### config.mk
export PLATFORM = sky130hd
export DESIGN_NAME = acd_dev_flat
export DESIGN_NICKNAME = d
export VERILOG_FILES = /design/src/acd_pkg.sv /design/src/acd_if.sv /design/src/acd_ramp.sv /design/src/acd_dev.sv /design/src/flat_wrapper.sv
export SDC_FILE = /design/constraint.sdc
export NUM_CORES = 1
export LEC_CHECK = 0
export ABC_AREA = 1
export ABC_CLOCK_PERIOD_IN_PS = 4900
export BUFFER_PORTS_ARGS = -buffer_cell sky130_fd_sc_hd__buf_4
export CORE_MARGIN = 2
export CORE_UTILIZATION = 64
export CTS_BUF_LIST = sky130_fd_sc_hd__clkbuf_8
export DETAILED_ROUTE_END_ITERATION = 16
export PLACE_DENSITY = 0.88
export SETUP_SLACK_MARGIN = 0.05
export SLEW_MARGIN = 20
export SYNTH_ARGS = -nofsm -noshare
export SYNTH_HDL_FRONTEND = slang
export SYNTH_SLANG_ARGS = --single-unit
### constraint.sdc
create_clock -name clk -period 4.9 [get_ports clk]
set_input_delay 0.245 -clock clk [delete_from_list [all_inputs] [get_ports clk]]
set_output_delay 0.245 -clock clk [all_outputs]
set_load 0.02 [all_outputs]
### src/acd_pkg.sv
// Shared constants and types for the amplifier channel diagnostic control
package acd_pkg;
  localparam int NCH = 4;
  // Control command codes
  typedef enum logic [2:0] {
    ACD_CMD_NOP, ACD_CMD_PLAY, ACD_CMD_MUTE, ACD_CMD_HIZ, ACD_CMD_CLEAR,
    ACD_CMD_DIAG, ACD_CMD_TWEETER, ACD_CMD_CFG
  } acd_cmd_t;
  // Gain codes: 12, 20, 26, 32 dB
  localparam logic [1:0] GAIN_12DB = 2'h0;
  localparam logic [1:0] GAIN_20DB = 2'h1;
  localparam logic [1:0] GAIN_26DB = 2'h2;
  localparam logic [1:0] GAIN_32DB = 2'h3;
  // Ramp step levels, full gain level
  localparam logic [4:0] RAMP_FULL = 5'h1f;
  // Clip/warning pin routing
  localparam logic [1:0] PIN_CLIP = 2'h0;
  localparam logic [1:0] PIN_WARN = 2'h1;
  localparam logic [1:0] PIN_BOTH = 2'h2;
  localparam logic [1:0] PIN_TWEETER = 2'h3;
  // Diagnostic result codes
  localparam logic [2:0] RES_OK = 3'h0;
  localparam logic [2:0] RES_GND = 3'h1;
  localparam logic [2:0] RES_SUP = 3'h2;
  localparam logic [2:0] RES_SHORT = 3'h3;
  localparam logic [2:0] RES_OPEN = 3'h4;
  localparam logic [2:0] RES_SKIP = 3'h7;
  // Register address that must not be written during diagnostics
  localparam logic [7:0] REG_DIAG_CTRL = 8'h0c;
  // Timing
  localparam int CLK_MHZ = 125;
  localparam int RAMP_STEP_US = 10;
  localparam int RAMP_STEP_CYC = RAMP_STEP_US * CLK_MHZ;
  localparam int PHASE_US = 20;
  localparam int PHASE_CYC = PHASE_US * CLK_MHZ;
  localparam int PULSE_KHZ = 250;
  localparam int PULSE_CYC = (CLK_MHZ * 1000) / PULSE_KHZ;
  localparam int NPHASE = 4;
  // Channel modes
  typedef enum logic [1:0] {ACD_HIZ, ACD_MUTED, ACD_PLAY} acd_mode_t;
endpackage : acd_pkg

### src/acd_if.sv
// Command and status carrier between host and amplifier control
`timescale 1ns/100ps
interface acd_if;
  import acd_pkg::*;
  logic cmd_valid;
  acd_cmd_t cmd;
  logic [3:0] cmd_chan;
  logic [1:0] cmd_gain;
  logic [1:0] cmd_pin_sel;
  logic cmd_dc_red;
  logic [7:0] cmd_reg;
  logic cmd_ready;
  logic [3:0] hiz;
  logic [3:0] playing;
  logic diag_busy;
  logic diag_done;
  logic [11:0] diag_result;
  logic clip_warn_pin;
  modport dev (input cmd_valid, cmd, cmd_chan, cmd_gain, cmd_pin_sel, cmd_dc_red, cmd_reg,
    output cmd_ready, hiz, playing, diag_busy, diag_done, diag_result, clip_warn_pin);
  modport host (output cmd_valid, cmd, cmd_chan, cmd_gain, cmd_pin_sel, cmd_dc_red, cmd_reg,
    input cmd_ready, hiz, playing, diag_busy, diag_done, diag_result, clip_warn_pin);
endinterface : acd_if

### src/acd_ramp.sv
// One channel gain ramp: steps level toward target
`timescale 1ns/100ps
module acd_ramp (
  input wire logic clk,
  input wire logic rst,
  input wire logic step,
  input wire logic up,
  input wire logic hard_off,
  output logic [4:0] level,
  output logic at_zero
);
  import acd_pkg::*;
  logic [4:0] level_q, level_d;
  // Next level: gradual steps, immediate zero on fault
  always_comb begin
    level_d = level_q;
    if (hard_off) begin
      level_d = 5'h00;
    end else if (step && up && level_q != RAMP_FULL) begin
      level_d = level_q + 5'h01;
    end else if (step && !up && level_q != 5'h00) begin
      level_d = level_q - 5'h01;
    end
  end
  always_ff @(posedge clk) begin
    if (rst) begin
      level_q <= 5'h00;
    end else begin
      level_q <= level_d;
    end
  end
  assign level = level_q;
  assign at_zero = (level_q == 5'h00);
endmodule : acd_ramp

### src/acd_dev.sv
// Device end: channel modes, gain ramp, faults, load and tweeter diagnostics
`timescale 1ns/100ps
module acd_dev (
  input wire logic clk,
  input wire logic rst,
  acd_if.dev bus,
  input wire logic [3:0] overvoltage_fault,
  input wire logic [3:0] undervoltage_fault,
  input wire logic [3:0] overcurrent_fault,
  input wire logic [3:0] overtemp_fault,
  input wire logic [3:0] dc_fault,
  input wire logic [3:0] clip_in,
  input wire logic overtemp_warning,
  input wire logic [3:0] cycle_current_limiter,
  input wire logic [3:0] tweeter_level,
  input wire logic [3:0] sense_gnd,
  input wire logic [3:0] sense_sup,
  input wire logic [3:0] sense_short,
  input wire logic [3:0] sense_open,
  output logic [7:0] gain_sel,
  output logic dc_reduce_en,
  output logic [19:0] gain_level,
  output logic [3:0] switch_en
);
  import acd_pkg::*;

  ////////////////////////////////////////////////////////////////////////////
  // Pin input synchronisers
  logic [23:0] s1_q, s2_q;
  always_ff @(posedge clk) begin
    if (rst) begin
      s1_q <= 24'h000000;
      s2_q <= 24'h000000;
    end else begin
      s1_q <= {overvoltage_fault, undervoltage_fault, overcurrent_fault, overtemp_fault, dc_fault, clip_in};
      s2_q <= s1_q;
    end
  end
  logic [23:0] s3_q, s4_q;
  always_ff @(posedge clk) begin
    if (rst) begin
      s3_q <= 24'h000000;
      s4_q <= 24'h000000;
    end else begin
      s3_q <= {3'h0, overtemp_warning, cycle_current_limiter, sense_gnd, sense_sup, sense_short, sense_open};
      s4_q <= s3_q;
    end
  end
  logic [3:0] fault_now, clip_s, cbc_s, gnd_s, sup_s, sht_s, opn_s;
  logic warn_s;
  assign fault_now = s2_q[23:20] | s2_q[19:16] | s2_q[15:12] | s2_q[11:8] | s2_q[7:4];
  assign clip_s = s2_q[3:0];
  assign warn_s = s4_q[20];
  assign cbc_s = s4_q[19:16];
  assign gnd_s = s4_q[15:12];
  assign sup_s = s4_q[11:8];
  assign sht_s = s4_q[7:4];
  assign opn_s = s4_q[3:0];

  ////////////////////////////////////////////////////////////////////////////
  // Ramp step enable divider
  logic [15:0] rdiv_q, rdiv_d;
  logic ramp_step;
  assign ramp_step = (rdiv_q == 16'(RAMP_STEP_CYC - 1));
  always_comb begin
    rdiv_d = ramp_step ? 16'h0000 : rdiv_q + 16'h0001;
  end
  always_ff @(posedge clk) begin
    if (rst) begin
      rdiv_q <= 16'h0000;
    end else begin
      rdiv_q <= rdiv_d;
    end
  end

  ////////////////////////////////////////////////////////////////////////////
  // Configuration and channel modes
  typedef enum logic [1:0] {DG_IDLE, DG_RUN, DG_DONE} acd_dstate_t;
  acd_dstate_t dst_q, dst_d;
  acd_mode_t mode_q [NCH];
  acd_mode_t mode_d [NCH];
  logic [7:0] gain_q, gain_d;
  logic dcr_q, dcr_d;
  logic [1:0] psel_q, psel_d;
  logic [3:0] latch_q, latch_d;
  logic [3:0] twt_q, twt_d;
  logic [3:0] zero;
  logic [3:0] up;
  logic cmd_go;
  assign cmd_go = bus.cmd_valid && bus.cmd_ready;
  always_comb begin
    gain_d = gain_q;
    dcr_d = dcr_q;
    psel_d = psel_q;
    latch_d = latch_q | fault_now;
    twt_d = twt_q;
    for (int c = 0; c < NCH; c++) begin
      mode_d[c] = mode_q[c];
      if (cmd_go && bus.cmd_chan[c]) begin
        unique case (bus.cmd)
          ACD_CMD_PLAY: if (!latch_q[c]) mode_d[c] = ACD_PLAY;
          ACD_CMD_MUTE: if (mode_q[c] == ACD_PLAY) mode_d[c] = ACD_MUTED;
          ACD_CMD_HIZ: if (zero[c]) mode_d[c] = ACD_HIZ;
          ACD_CMD_CLEAR: begin
            latch_d[c] = fault_now[c];
            if (!fault_now[c]) mode_d[c] = ACD_PLAY;
          end
          ACD_CMD_CFG: gain_d[2*c +: 2] = bus.cmd_gain;
          default: ;
        endcase
      end
      if (latch_d[c]) mode_d[c] = ACD_HIZ;
    end
    if (cmd_go && bus.cmd == ACD_CMD_CFG) begin
      dcr_d = bus.cmd_dc_red;
      psel_d = bus.cmd_pin_sel;
    end
    if (cmd_go && bus.cmd == ACD_CMD_TWEETER) begin
      twt_d = bus.cmd_chan;
    end
  end
  always_ff @(posedge clk) begin
    if (rst) begin
      gain_q <= {4{GAIN_12DB}};
      dcr_q <= 1'b0;
      psel_q <= PIN_WARN;
      latch_q <= 4'h0;
      twt_q <= 4'h0;
      for (int c = 0; c < NCH; c++) begin
        mode_q[c] <= ACD_HIZ;
      end
    end else begin
      gain_q <= gain_d;
      dcr_q <= dcr_d;
      psel_q <= psel_d;
      latch_q <= latch_d;
      twt_q <= twt_d;
      for (int c = 0; c < NCH; c++) begin
        mode_q[c] <= mode_d[c];
      end
    end
  end

  ////////////////////////////////////////////////////////////////////////////
  // Per-channel gain ramps
  genvar g;
  generate
    for (g = 0; g < NCH; g++) begin : g_ramp
      assign up[g] = (mode_q[g] == ACD_PLAY);
      acd_ramp u_ramp (
        .clk(clk),
        .rst(rst),
        .step(ramp_step),
        .up(up[g]),
        .hard_off(latch_q[g]),
        .level(gain_level[5*g +: 5]),
        .at_zero(zero[g])
      );
    end
  endgenerate

  ////////////////////////////////////////////////////////////////////////////
  // Load diagnostic sequencer
  logic [3:0] hiz_v;
  logic [3:0] dmask_q, dmask_d;
  logic full_q, full_d;
  logic [1:0] ph_q, ph_d;
  logic [11:0] pcnt_q, pcnt_d;
  logic [11:0] res_q, res_d;
  logic [3:0] fg_q, fg_d, fs_q, fs_d, fh_q, fh_d, fo_q, fo_d;
  logic done_q, done_d;
  logic [3:0] dmask_cmd;
  always_comb begin
    for (int c = 0; c < NCH; c++) begin
      hiz_v[c] = (mode_q[c] == ACD_HIZ);
    end
  end
  assign dmask_cmd = bus.cmd_chan & hiz_v;
  always_comb begin
    dst_d = dst_q;
    dmask_d = dmask_q;
    full_d = full_q;
    ph_d = ph_q;
    pcnt_d = pcnt_q;
    res_d = res_q;
    fg_d = fg_q;
    fs_d = fs_q;
    fh_d = fh_q;
    fo_d = fo_q;
    done_d = 1'b0;
    unique case (dst_q)
      DG_IDLE: begin
        if (cmd_go && bus.cmd == ACD_CMD_DIAG && dmask_cmd != 4'h0) begin
          dst_d = DG_RUN;
          dmask_d = dmask_cmd;
          full_d = (hiz_v == 4'hf);
          ph_d = 2'h0;
          pcnt_d = 12'h000;
          fg_d = 4'h0;
          fs_d = 4'h0;
          fh_d = 4'h0;
          fo_d = 4'h0;
        end
      end
      DG_RUN: begin
        if (pcnt_q == 12'(PHASE_CYC - 1)) begin
          pcnt_d = 12'h000;
          // Sample this phase's sense on every selected channel at once
          unique case (ph_q)
            2'h0: fg_d = gnd_s & dmask_q;
            2'h1: fs_d = sup_s & dmask_q;
            2'h2: fh_d = sht_s & dmask_q;
            2'h3: fo_d = opn_s & dmask_q;
          endcase
          if ((!full_q && ph_q == 2'h1) || ph_q == 2'(NPHASE - 1)) begin
            dst_d = DG_DONE;
          end else begin
            ph_d = ph_q + 2'h1;
          end
        end else begin
          pcnt_d = pcnt_q + 12'h001;
        end
      end
      DG_DONE: begin
        for (int c = 0; c < NCH; c++) begin
          if (!dmask_q[c]) res_d[3*c +: 3] = RES_SKIP;
          else if (fg_q[c]) res_d[3*c +: 3] = RES_GND;
          else if (fs_q[c]) res_d[3*c +: 3] = RES_SUP;
          else if (fh_q[c]) res_d[3*c +: 3] = RES_SHORT;
          else if (fo_q[c]) res_d[3*c +: 3] = RES_OPEN;
          else res_d[3*c +: 3] = RES_OK;
        end
        done_d = 1'b1;
        dst_d = DG_IDLE;
      end
      default: dst_d = DG_IDLE;
    endcase
  end
  always_ff @(posedge clk) begin
    if (rst) begin
      dst_q <= DG_IDLE;
      dmask_q <= 4'h0;
      full_q <= 1'b0;
      ph_q <= 2'h0;
      pcnt_q <= 12'h000;
      res_q <= {4{RES_OK}};
      fg_q <= 4'h0;
      fs_q <= 4'h0;
      fh_q <= 4'h0;
      fo_q <= 4'h0;
      done_q <= 1'b0;
    end else begin
      dst_q <= dst_d;
      dmask_q <= dmask_d;
      full_q <= full_d;
      ph_q <= ph_d;
      pcnt_q <= pcnt_d;
      res_q <= res_d;
      fg_q <= fg_d;
      fs_q <= fs_d;
      fh_q <= fh_d;
      fo_q <= fo_d;
      done_q <= done_d;
    end
  end

  ////////////////////////////////////////////////////////////////////////////
  // Tweeter pulse generator and clip/warning pin routing
  logic [8:0] tdiv_q, tdiv_d;
  logic tpulse_q, tpulse_d;
  logic pin_q, pin_d;
  logic twt_hit;
  assign twt_hit = |(cbc_s & twt_q);
  always_comb begin
    tdiv_d = (tdiv_q == 9'(PULSE_CYC - 1)) ? 9'h000 : tdiv_q + 9'h001;
    tpulse_d = tpulse_q;
    if (tdiv_q == 9'h000) begin
      tpulse_d = twt_hit && (tweeter_level != 4'h0);
    end else if (tdiv_q[8:5] == tweeter_level) begin
      tpulse_d = 1'b0;
    end
    unique case (psel_q)
      PIN_CLIP: pin_d = |clip_s;
      PIN_WARN: pin_d = warn_s;
      PIN_BOTH: pin_d = (|clip_s) | warn_s;
      PIN_TWEETER: pin_d = tpulse_q;
    endcase
  end
  always_ff @(posedge clk) begin
    if (rst) begin
      tdiv_q <= 9'h000;
      tpulse_q <= 1'b0;
      pin_q <= 1'b0;
    end else begin
      tdiv_q <= tdiv_d;
      tpulse_q <= tpulse_d;
      pin_q <= pin_d;
    end
  end

  ////////////////////////////////////////////////////////////////////////////
  // Outputs
  always_comb begin
    for (int c = 0; c < NCH; c++) begin
      switch_en[c] = (mode_q[c] != ACD_HIZ);
      bus.playing[c] = (mode_q[c] == ACD_PLAY);
    end
  end
  assign bus.cmd_ready = (dst_q == DG_IDLE);
  assign bus.hiz = hiz_v;
  assign bus.diag_busy = (dst_q != DG_IDLE);
  assign bus.diag_done = done_q;
  assign bus.diag_result = res_q;
  assign bus.clip_warn_pin = pin_q;
  assign gain_sel = gain_q;
  assign dc_reduce_en = dcr_q;
endmodule : acd_dev

### src/flat_wrapper.sv
// flat-port wrapper written by rule: the top's interface ports become plain ports
module acd_dev_flat import acd_pkg::*;
  (clk, rst, overvoltage_fault, undervoltage_fault, overcurrent_fault, overtemp_fault, dc_fault, clip_in, overtemp_warning, cycle_current_limiter, tweeter_level, sense_gnd, sense_sup, sense_short, sense_open, gain_sel, dc_reduce_en, gain_level, switch_en, bus_cmd_valid, bus_cmd, bus_cmd_chan, bus_cmd_gain, bus_cmd_pin_sel, bus_cmd_dc_red, bus_cmd_reg, bus_cmd_ready, bus_hiz, bus_playing, bus_diag_busy, bus_diag_done, bus_diag_result, bus_clip_warn_pin);
  acd_if bus_i ();
  input wire logic clk;
  input wire logic rst;
  input wire logic [3:0] overvoltage_fault;
  input wire logic [3:0] undervoltage_fault;
  input wire logic [3:0] overcurrent_fault;
  input wire logic [3:0] overtemp_fault;
  input wire logic [3:0] dc_fault;
  input wire logic [3:0] clip_in;
  input wire logic overtemp_warning;
  input wire logic [3:0] cycle_current_limiter;
  input wire logic [3:0] tweeter_level;
  input wire logic [3:0] sense_gnd;
  input wire logic [3:0] sense_sup;
  input wire logic [3:0] sense_short;
  input wire logic [3:0] sense_open;
  output logic [7:0] gain_sel;
  output logic dc_reduce_en;
  output logic [19:0] gain_level;
  output logic [3:0] switch_en;
  input wire logic [$bits(bus_i.cmd_valid)-1:0] bus_cmd_valid;
  input wire logic [$bits(bus_i.cmd)-1:0] bus_cmd;
  input wire logic [$bits(bus_i.cmd_chan)-1:0] bus_cmd_chan;
  input wire logic [$bits(bus_i.cmd_gain)-1:0] bus_cmd_gain;
  input wire logic [$bits(bus_i.cmd_pin_sel)-1:0] bus_cmd_pin_sel;
  input wire logic [$bits(bus_i.cmd_dc_red)-1:0] bus_cmd_dc_red;
  input wire logic [$bits(bus_i.cmd_reg)-1:0] bus_cmd_reg;
  output wire logic [$bits(bus_i.cmd_ready)-1:0] bus_cmd_ready;
  output wire logic [$bits(bus_i.hiz)-1:0] bus_hiz;
  output wire logic [$bits(bus_i.playing)-1:0] bus_playing;
  output wire logic [$bits(bus_i.diag_busy)-1:0] bus_diag_busy;
  output wire logic [$bits(bus_i.diag_done)-1:0] bus_diag_done;
  output wire logic [$bits(bus_i.diag_result)-1:0] bus_diag_result;
  output wire logic [$bits(bus_i.clip_warn_pin)-1:0] bus_clip_warn_pin;
  assign bus_i.cmd_valid = bus_cmd_valid;
  assign bus_i.cmd = bus_cmd;
  assign bus_i.cmd_chan = bus_cmd_chan;
  assign bus_i.cmd_gain = bus_cmd_gain;
  assign bus_i.cmd_pin_sel = bus_cmd_pin_sel;
  assign bus_i.cmd_dc_red = bus_cmd_dc_red;
  assign bus_i.cmd_reg = bus_cmd_reg;
  assign bus_cmd_ready = bus_i.cmd_ready;
  assign bus_hiz = bus_i.hiz;
  assign bus_playing = bus_i.playing;
  assign bus_diag_busy = bus_i.diag_busy;
  assign bus_diag_done = bus_i.diag_done;
  assign bus_diag_result = bus_i.diag_result;
  assign bus_clip_warn_pin = bus_i.clip_warn_pin;
  acd_dev u_core (.clk(clk), .rst(rst), .bus(bus_i), .overvoltage_fault(overvoltage_fault), .undervoltage_fault(undervoltage_fault), .overcurrent_fault(overcurrent_fault), .overtemp_fault(overtemp_fault), .dc_fault(dc_fault), .clip_in(clip_in), .overtemp_warning(overtemp_warning), .cycle_current_limiter(cycle_current_limiter), .tweeter_level(tweeter_level), .sense_gnd(sense_gnd), .sense_sup(sense_sup), .sense_short(sense_short), .sense_open(sense_open), .gain_sel(gain_sel), .dc_reduce_en(dc_reduce_en), .gain_level(gain_level), .switch_en(switch_en));
endmodule
; Word-level counts from Yosys, hierarchy flattened
; Memories as Yosys holds them, arrays and structs flattened.
; Index checks and enable logic that the tools add are counted.
[totals]
register_bits = 206
latch_bits = 0
mem_bits_rw = 8
mem_bits_ro = 0
inputBits = 72
output_inout_bits = 57
mem_count = 1
[op_classes]
addsub = 12
n_mul = 0
n_div = 0
order_cmp = 0
eq_ne = 36
shifts = 0
mux = 99
bitwise = 16
reduce_logical = 82
[mem_list]
columns = name, words, word_bits, read_ports, rd_clocked_by_memory_dff, write_ports, line_no
row1 = u_core.mode_q, 4, 2, 4, 0, 4, acd_dev.sv:80  ; acd_mode_t mode_q [NCH];
[ops]
columns = op, n
row1 = two-way mux 2 bit, 34
row2 = two-way mux 3 bit, 20
row3 = two-way mux 5 bit, 8
row4 = two-way mux 4 bit, 9
row5 = one-hot mux 2 bit (4 select lines), 4
row6 = one-hot mux 4 bit (2 select lines), 4
row7 = logical AND 1 bit, 27
row8 = bitwise AND 4 bit, 6
row9 = two-way mux 12 bit, 2
row10 = one-hot mux 12 bit (2 select lines), 1
row11 = nonzero test 2 bit, 11
row12 = adder 5 x 1 -> 5 bit (second input constant), 4
row13 = logical NOT 5 bit, 4
row14 = inequality test 5 bit (second input constant), 4
row15 = OR 4 bit, 5
row16 = AND reduction 4 bit, 5
row17 = nonzero test 5 bit, 4
row18 = subtractor 5 x 1 -> 5 bit (second input constant), 4
row19 = equality test 2 bit (second input constant), 9
row20 = adder 16 x 1 -> 16 bit (second input constant), 1
row21 = equality test 16 x 11 -> 1 bit (second input constant), 1
row22 = logical NOT 2 bit, 7
row23 = two-way mux 1 bit, 14
row24 = adder 12 x 1 -> 12 bit (second input constant), 1
row25 = other kinds (23), 56

; Longest topological paths before layout
[logic_depth]
word_depth = 9
mapped_depth = 20
depth_no_buf = 19

; Hierarchy
; From an unflattened synthesis, not the netlist that was laid out.
[unflattened]
cells_unflattened = 1277
hier_area_um2 = 9429.0
[by_module_without_submodules]
columns = module, instances, cells_per_inst, area_per_inst_um2, seq_area_each_um2
row1 = acd_dev, 1, 1037, 7772.5, 3883.7
row2 = acd_ramp, 4, 60, 414.1, 100.1

; Worst setup path after synthesis
; OpenSTA, ideal clock, no wires.
[synth_timing]
kind = reg2reg
startpoint = register u_core.rdiv_q[0]
endpoint = register u_core.g_ramp[2].u_ramp.level_q[4]
arrival_time_ps = 2237
t_required_ps = 4787
path_slack_ps = 2549
stages_incl_launch_ff = 20
synth_period_minus_slack_ps = 2351
cell_sequence = dfxtp_1 ha_1 inv_1 nor2_1 nand4_1 nor2_2 buf_4 inv_1 nor2_1 inv_1 ha_1 nand2_1 o21ai_0 inv_1 nand3_1 nand2_1 nor2_1 nand2_1 nand2_1 nor2_1
[synth_via]
elab_chain_len = 4
[synth_rtl]
columns = item, line_no
row1 = from (decl), acd_dev.sv:62  ; logic [15:0] rdiv_q, rdiv_d;
row2 = from (signal assigned), acd_dev.sv:72  ; rdiv_q <= rdiv_d;
row3 = equality test 16 x 11 -> 1 bit *, acd_dev.sv:64  ; assign ramp_step = (rdiv_q == 16'(RAMP_STEP_CYC - 1));
row4 = logical AND 1 bit (on tied branches) (2 in series), "acd_ramp.sv:19, acd_ramp.sv:21"
row5 = two-way mux 5 bit / nonzero test 2 bit (equally long branches), -
row6 = to (signal assigned), acd_ramp.sv:29  ; level_q <= level_d;
row7 = to (decl), acd_ramp.sv:13  ; logic [4:0] level_q, level_d;
; Every way passes the cells marked *; elsewhere a longest branch is shown, timed or not.
; A chain may end at the register's enable or synchronous reset.

; Final worst setup path
[layout_timing]
startpoint = register u_core.rdiv_q[0]
endpoint = register u_core.g_ramp[0].u_ramp.level_q[4]
[layout_via]
elab_chain_len = 4
[layout_rtl]
columns = item, line_no
row1 = equality test 16 x 11 -> 1 bit *, acd_dev.sv:64
row2 = logical AND 1 bit (on tied branches) (2 in series), "acd_ramp.sv:19, acd_ramp.sv:21"
row3 = two-way mux 5 bit / nonzero test 2 bit (equally long branches), -
row4 = to (signal assigned), acd_ramp.sv:29
row5 = to (decl), acd_ramp.sv:13
; Marked as above.

==> impl_metrics.yaml <==
global_routing:
  antenna_violations_before_repair: 1
  grt_use_total_pct: 30.0
  grt_remaining_overflow: 0
  grt_pass1_vias: 8197
  grt_max_degree: 73
  global_route_wire_length_before_repair_um: 38300
timing:
  timing.max_slew.rel_slack_pct: 30.2
  worst_clock_skew_ns: 0.0243
  setup_ws_ns: 1.88
  tightestPinTransition_ns: 1.04
  layout_min_cycle_time_ns: 3.02
  report.final.hold_viol_count: 0
  final-setup-viol-count: 0
  rsz0062_at_grt: "false"
  timing.fmax_mhz: 331
  min_period_over_period_pct: 61.6
  finalSetupTns_ns: 0
  slew_viol_final: 0
logic_synthesis:
  synth.top_cells.by_count: "267 x sky130_fd_sc_hd__nor2_1, 225 x sky130_fd_sc_hd__inv_1, 214 x sky130_fd_sc_hd__dfxtp_1"
  synth_top_flop_cell: "sky130_fd_sc_hd__dfxtp_1"
  synth_largest_area_cell: "sky130_fd_sc_hd__dfxtp_1"
  synthDistinctLibCells: 40
  yosysWarnings: 0
  postSynthRegisterBits: 214
  top_count_cell_post_synth: "sky130_fd_sc_hd__nor2_1"
  count_of_flip_flops_with_a_built_in_enable_after_synthesis: 0
  synth-async-reset-ratio_pct: 0
  synthDominantCellAreaShare_pct: 46.3
  syn_inst: 1294
  syn-cell-area_um2: 9260
  postSynthAreaPerCell_um2: 7.16
  ys_seq_area_share_pct: 46.3
  postSynthNetCount: 1392
  synth.top_cells.by_area: "sky130_fd_sc_hd__dfxtp_1 46%, sky130_fd_sc_hd__nor2_1 11%, sky130_fd_sc_hd__inv_1 9.1%"
cts:
  ctsHtreeMaxLevel: 2
  tritoncts: "done"
  postCtsSetupRepairBufs: 0
  cts.sink_count: 214
  clk_buf_depth: 3
  tritoncts.num_buffers: 35
  clkSlewWorstSetupHoldPaths_ns: 0.06
  insertion_delay_ns: 0.53
  cts_root_buffer: "sky130_fd_sc_hd__clkbuf_8"
layout:
  finish.instance_area_um2: 11400
  final_nets: 1564
  layout_cells_sized_above_1_pct: 12.7
  final_cells: 1672
  area_growth_syn_to_layout_pct: 23.4
  nFillCells: 959
route:
  vias: 8724
  antenna_violating_nets_post_route: 0
  drt_pre_antenna_iters: 5
  dr.first_iter.drc_count: 625
  drc: 0
  totalWireLength_um: 23900
  avgViaCountPerCell: 5.22
  routed_wire_length_per_instance_um: 14.3
hold_path:
  hold_depth: 3
  worstHoldStart: "bus_cmd_dc_red"
  hold_path.class: "in -> reg"
critical_path:
  worstSetupPathDepth: 17
  cpMaxStageDelayCell: "sky130_fd_sc_hd__nor2_2"
  worst-path-max-fanout: 13
  crit_path_cell_trace: "ha_1 -> inv_1 -> nor2_1 -> nand4_1 -> nor2_2 -> nand3_1 -> fa_1 -> nand2_1 -> nand2_1 -> a21oi_1 -> inv_1 -> nand2_1 -> nand2_1 -> nor2_1 -> nand2_1 -> nand2_1 -> nor2_1"
  timing.critical_path.slowest_cell_delay_ns: 0.55
  reg2regPathDepth: 17
  criticalPathCategory: "reg -> reg"
  worstPathRequired_ns: 5.33
  path_common_cell: "sky130_fd_sc_hd__nand2_1"
  end_kind: "register"
  arrival_time_worst_endpoint_ns: 3.44
  worst_setup_path_startpoint: "u_core.rdiv_q[0]"
  worst-path-buf-inv: 2
  cp-start-kind: "register"
  crit-reg2reg-launch: "u_core.rdiv_q[0]"
  crit_family: "simple AND/OR/NAND/NOR gates"
floorplanning:
  core_area_um2: 14000
  start_util_pct: 66.2
  io_pins: 129
  area_enclosed_by_the_die_boundary_um2: 15400
  dieHeight_um: 124
  fp-row-count: 43
  chipWidth_um: 124
place:
  gp_congestion: 0.851
  detailedPlace.worstSlack_ns: 1.94
  placedInstanceArea_um2: 10200
  placed_cells_incl_taps: 1560
  place.detailed.hpwl_um: 14800
  port_buffers: 120
pwr:
  switching_power_uw: 919
  pwr_density_cell_nw_per_um2: 325
  sw_frac_of_total_pct: 24.7
  power_frac_clock_pct: 42.4
  power_report.internal_total_mw: 2.79
  max-vdd-ir-drop_v: 0.000267
  leakagePower_nw: 5.41
  share_seq_of_total_power_pct: 49.3
  comb_power_share_pct: 8.3
status:
  status: "complete, no violations"
flow_run:
  max_cap_viol_count: 0
[state kept, by name, summed over array words and instances (netlist names), 8 cells and up]
register,count
u_core.g_ramp.u_ramp.level,20
u_core.tdiv_q,9
u_core.rdiv_q,16
u_core.bus.diag_result,12
u_core.pcnt_q,12
u_core.gain_sel,8
u_core.s2_q,24
u_core.mode_q,8
u_core.s4_q,21
u_core.s3_q,21
u_core.s1_q,24
[stage by stage]
step / power [mW] / util [%] / hold slack, ns
after global routing: 3.85 / 81.7 / 0.0218
after detailed placement: 2.13 / 73.1 / 0.392
after global placement: 2.12 / 73.1 / 0.390
after floorplan: 2.03 / - / 0.352
final: 3.71 / 81.7 / 0.0129
after CTS: 3.71 / 81.7 / 0.00209
[power groups by stage]
stage / combinational (mW) / clock (mW) / sequential, mW
CTS: 0.297 / 1.58 / 1.83
global placement: 0.253 / 0 / 1.86
global route: 0.339 / 1.68 / 1.83
finish: 0.308 / 1.58 / 1.83
detailed placement: 0.261 / 0 / 1.86
floorplan: 0.168 / 0 / 1.86
[path summary, 6_finish.rpt]
check	to	slack (ns)
worst max-delay path	u_core.g_ramp[0].u_ramp.level[4]	1.88
worst min-delay path	u_core.dc_reduce_en	0.01
worst max register to register	u_core.g_ramp[0].u_ramp.level[4]	1.88
worst min register to register	u_core.s2_q[5]	0.40
[repair_timing]
item / 4_1_cts / 5_1_grt
hold buffers: 49 / 0
hold endpoints to repair: 54 / 0
gates resized for setup: 0 / 0
endpoints found under the setup margin: 0 / 0
[layer usage]
metal | share of wire (%) | track usage, % | up-vias
met2 | 50 | 52.7 | 319
met4 | 3.2 | 11.0 | 0
li1 | - | - | 4370
met3 | 7.1 | 6.06 | 58
met5 | 0 | 0 | -
met1 | 40 | 36.3 | 3977
[cell families (layout without fill, tap and decap cells)]
family                   after synthesis  count (layout)  synth area share [%]
AND/OR/NAND/NOR                      621             621                  28.3
buffers and inverters                263             460                  11.1
flip-flops                           214             214                  46.3
AO/OA/AOI/OAI                        149             149                  8.58
adder cells (fa/ha/maj)               26              26                  3.84
XOR/XNOR                              21              21                  1.99
other                                  0               1                     0
[final cells by class]
cell class,count,area (µm²),area share (%)
antenna,1,2.50,0.0219
clock buffer,41,564,4.94
clock inverter,21,146,1.28
inverter,228,856,7.49
multi-input combinational,817,3950,34.6
sequential,214,4280,37.5
tap,180,225,1.97
timing repair buffer,170,1400,12.2
[cells in the final DEF, fill, tap and decap left out, types with 2 or more instances in the layout]
cell,instances
sky130_fd_sc_hd__nor2_1,267
sky130_fd_sc_hd__inv_1,237
sky130_fd_sc_hd__dfxtp_1,214
sky130_fd_sc_hd__nand2_1,206
sky130_fd_sc_hd__buf_4,121
sky130_fd_sc_hd__nand3_1,79
sky130_fd_sc_hd__a21oi_1,77
sky130_fd_sc_hd__o21ai_0,52
sky130_fd_sc_hd__dlygate4sd3_1,49
sky130_fd_sc_hd__clkbuf_8,41
sky130_fd_sc_hd__nand4_1,26
sky130_fd_sc_hd__ha_1,22
sky130_fd_sc_hd__nor3_1,14
sky130_fd_sc_hd__a211oi_1,14
sky130_fd_sc_hd__xor2_1,13
sky130_fd_sc_hd__xnor2_1,8
sky130_fd_sc_hd__or2_2,4
sky130_fd_sc_hd__nor4_1,4
sky130_fd_sc_hd__nand2_2,4
sky130_fd_sc_hd__fa_1,4
sky130_fd_sc_hd__nor2_2,3
sky130_fd_sc_hd__nor3b_1,3
sky130_fd_sc_hd__clkinvlp_4,3
sky130_fd_sc_hd__clkinv_2,3
sky130_fd_sc_hd__nor2_4,2
sky130_fd_sc_hd__inv_2,2
sky130_fd_sc_hd__clkinv_1,2
sky130_fd_sc_hd__nand3_2,2
sky130_fd_sc_hd__nand3b_1,2
sky130_fd_sc_hd__bufinv_16,2
[worst min-delay path: cells and delay by family]
family          cells  cell delay (ns)
buf+inv             1             0.08
compound gates      1             0.08
simple gates        1             0.08
No activity file was read; power rests on OpenSTA's default activity.
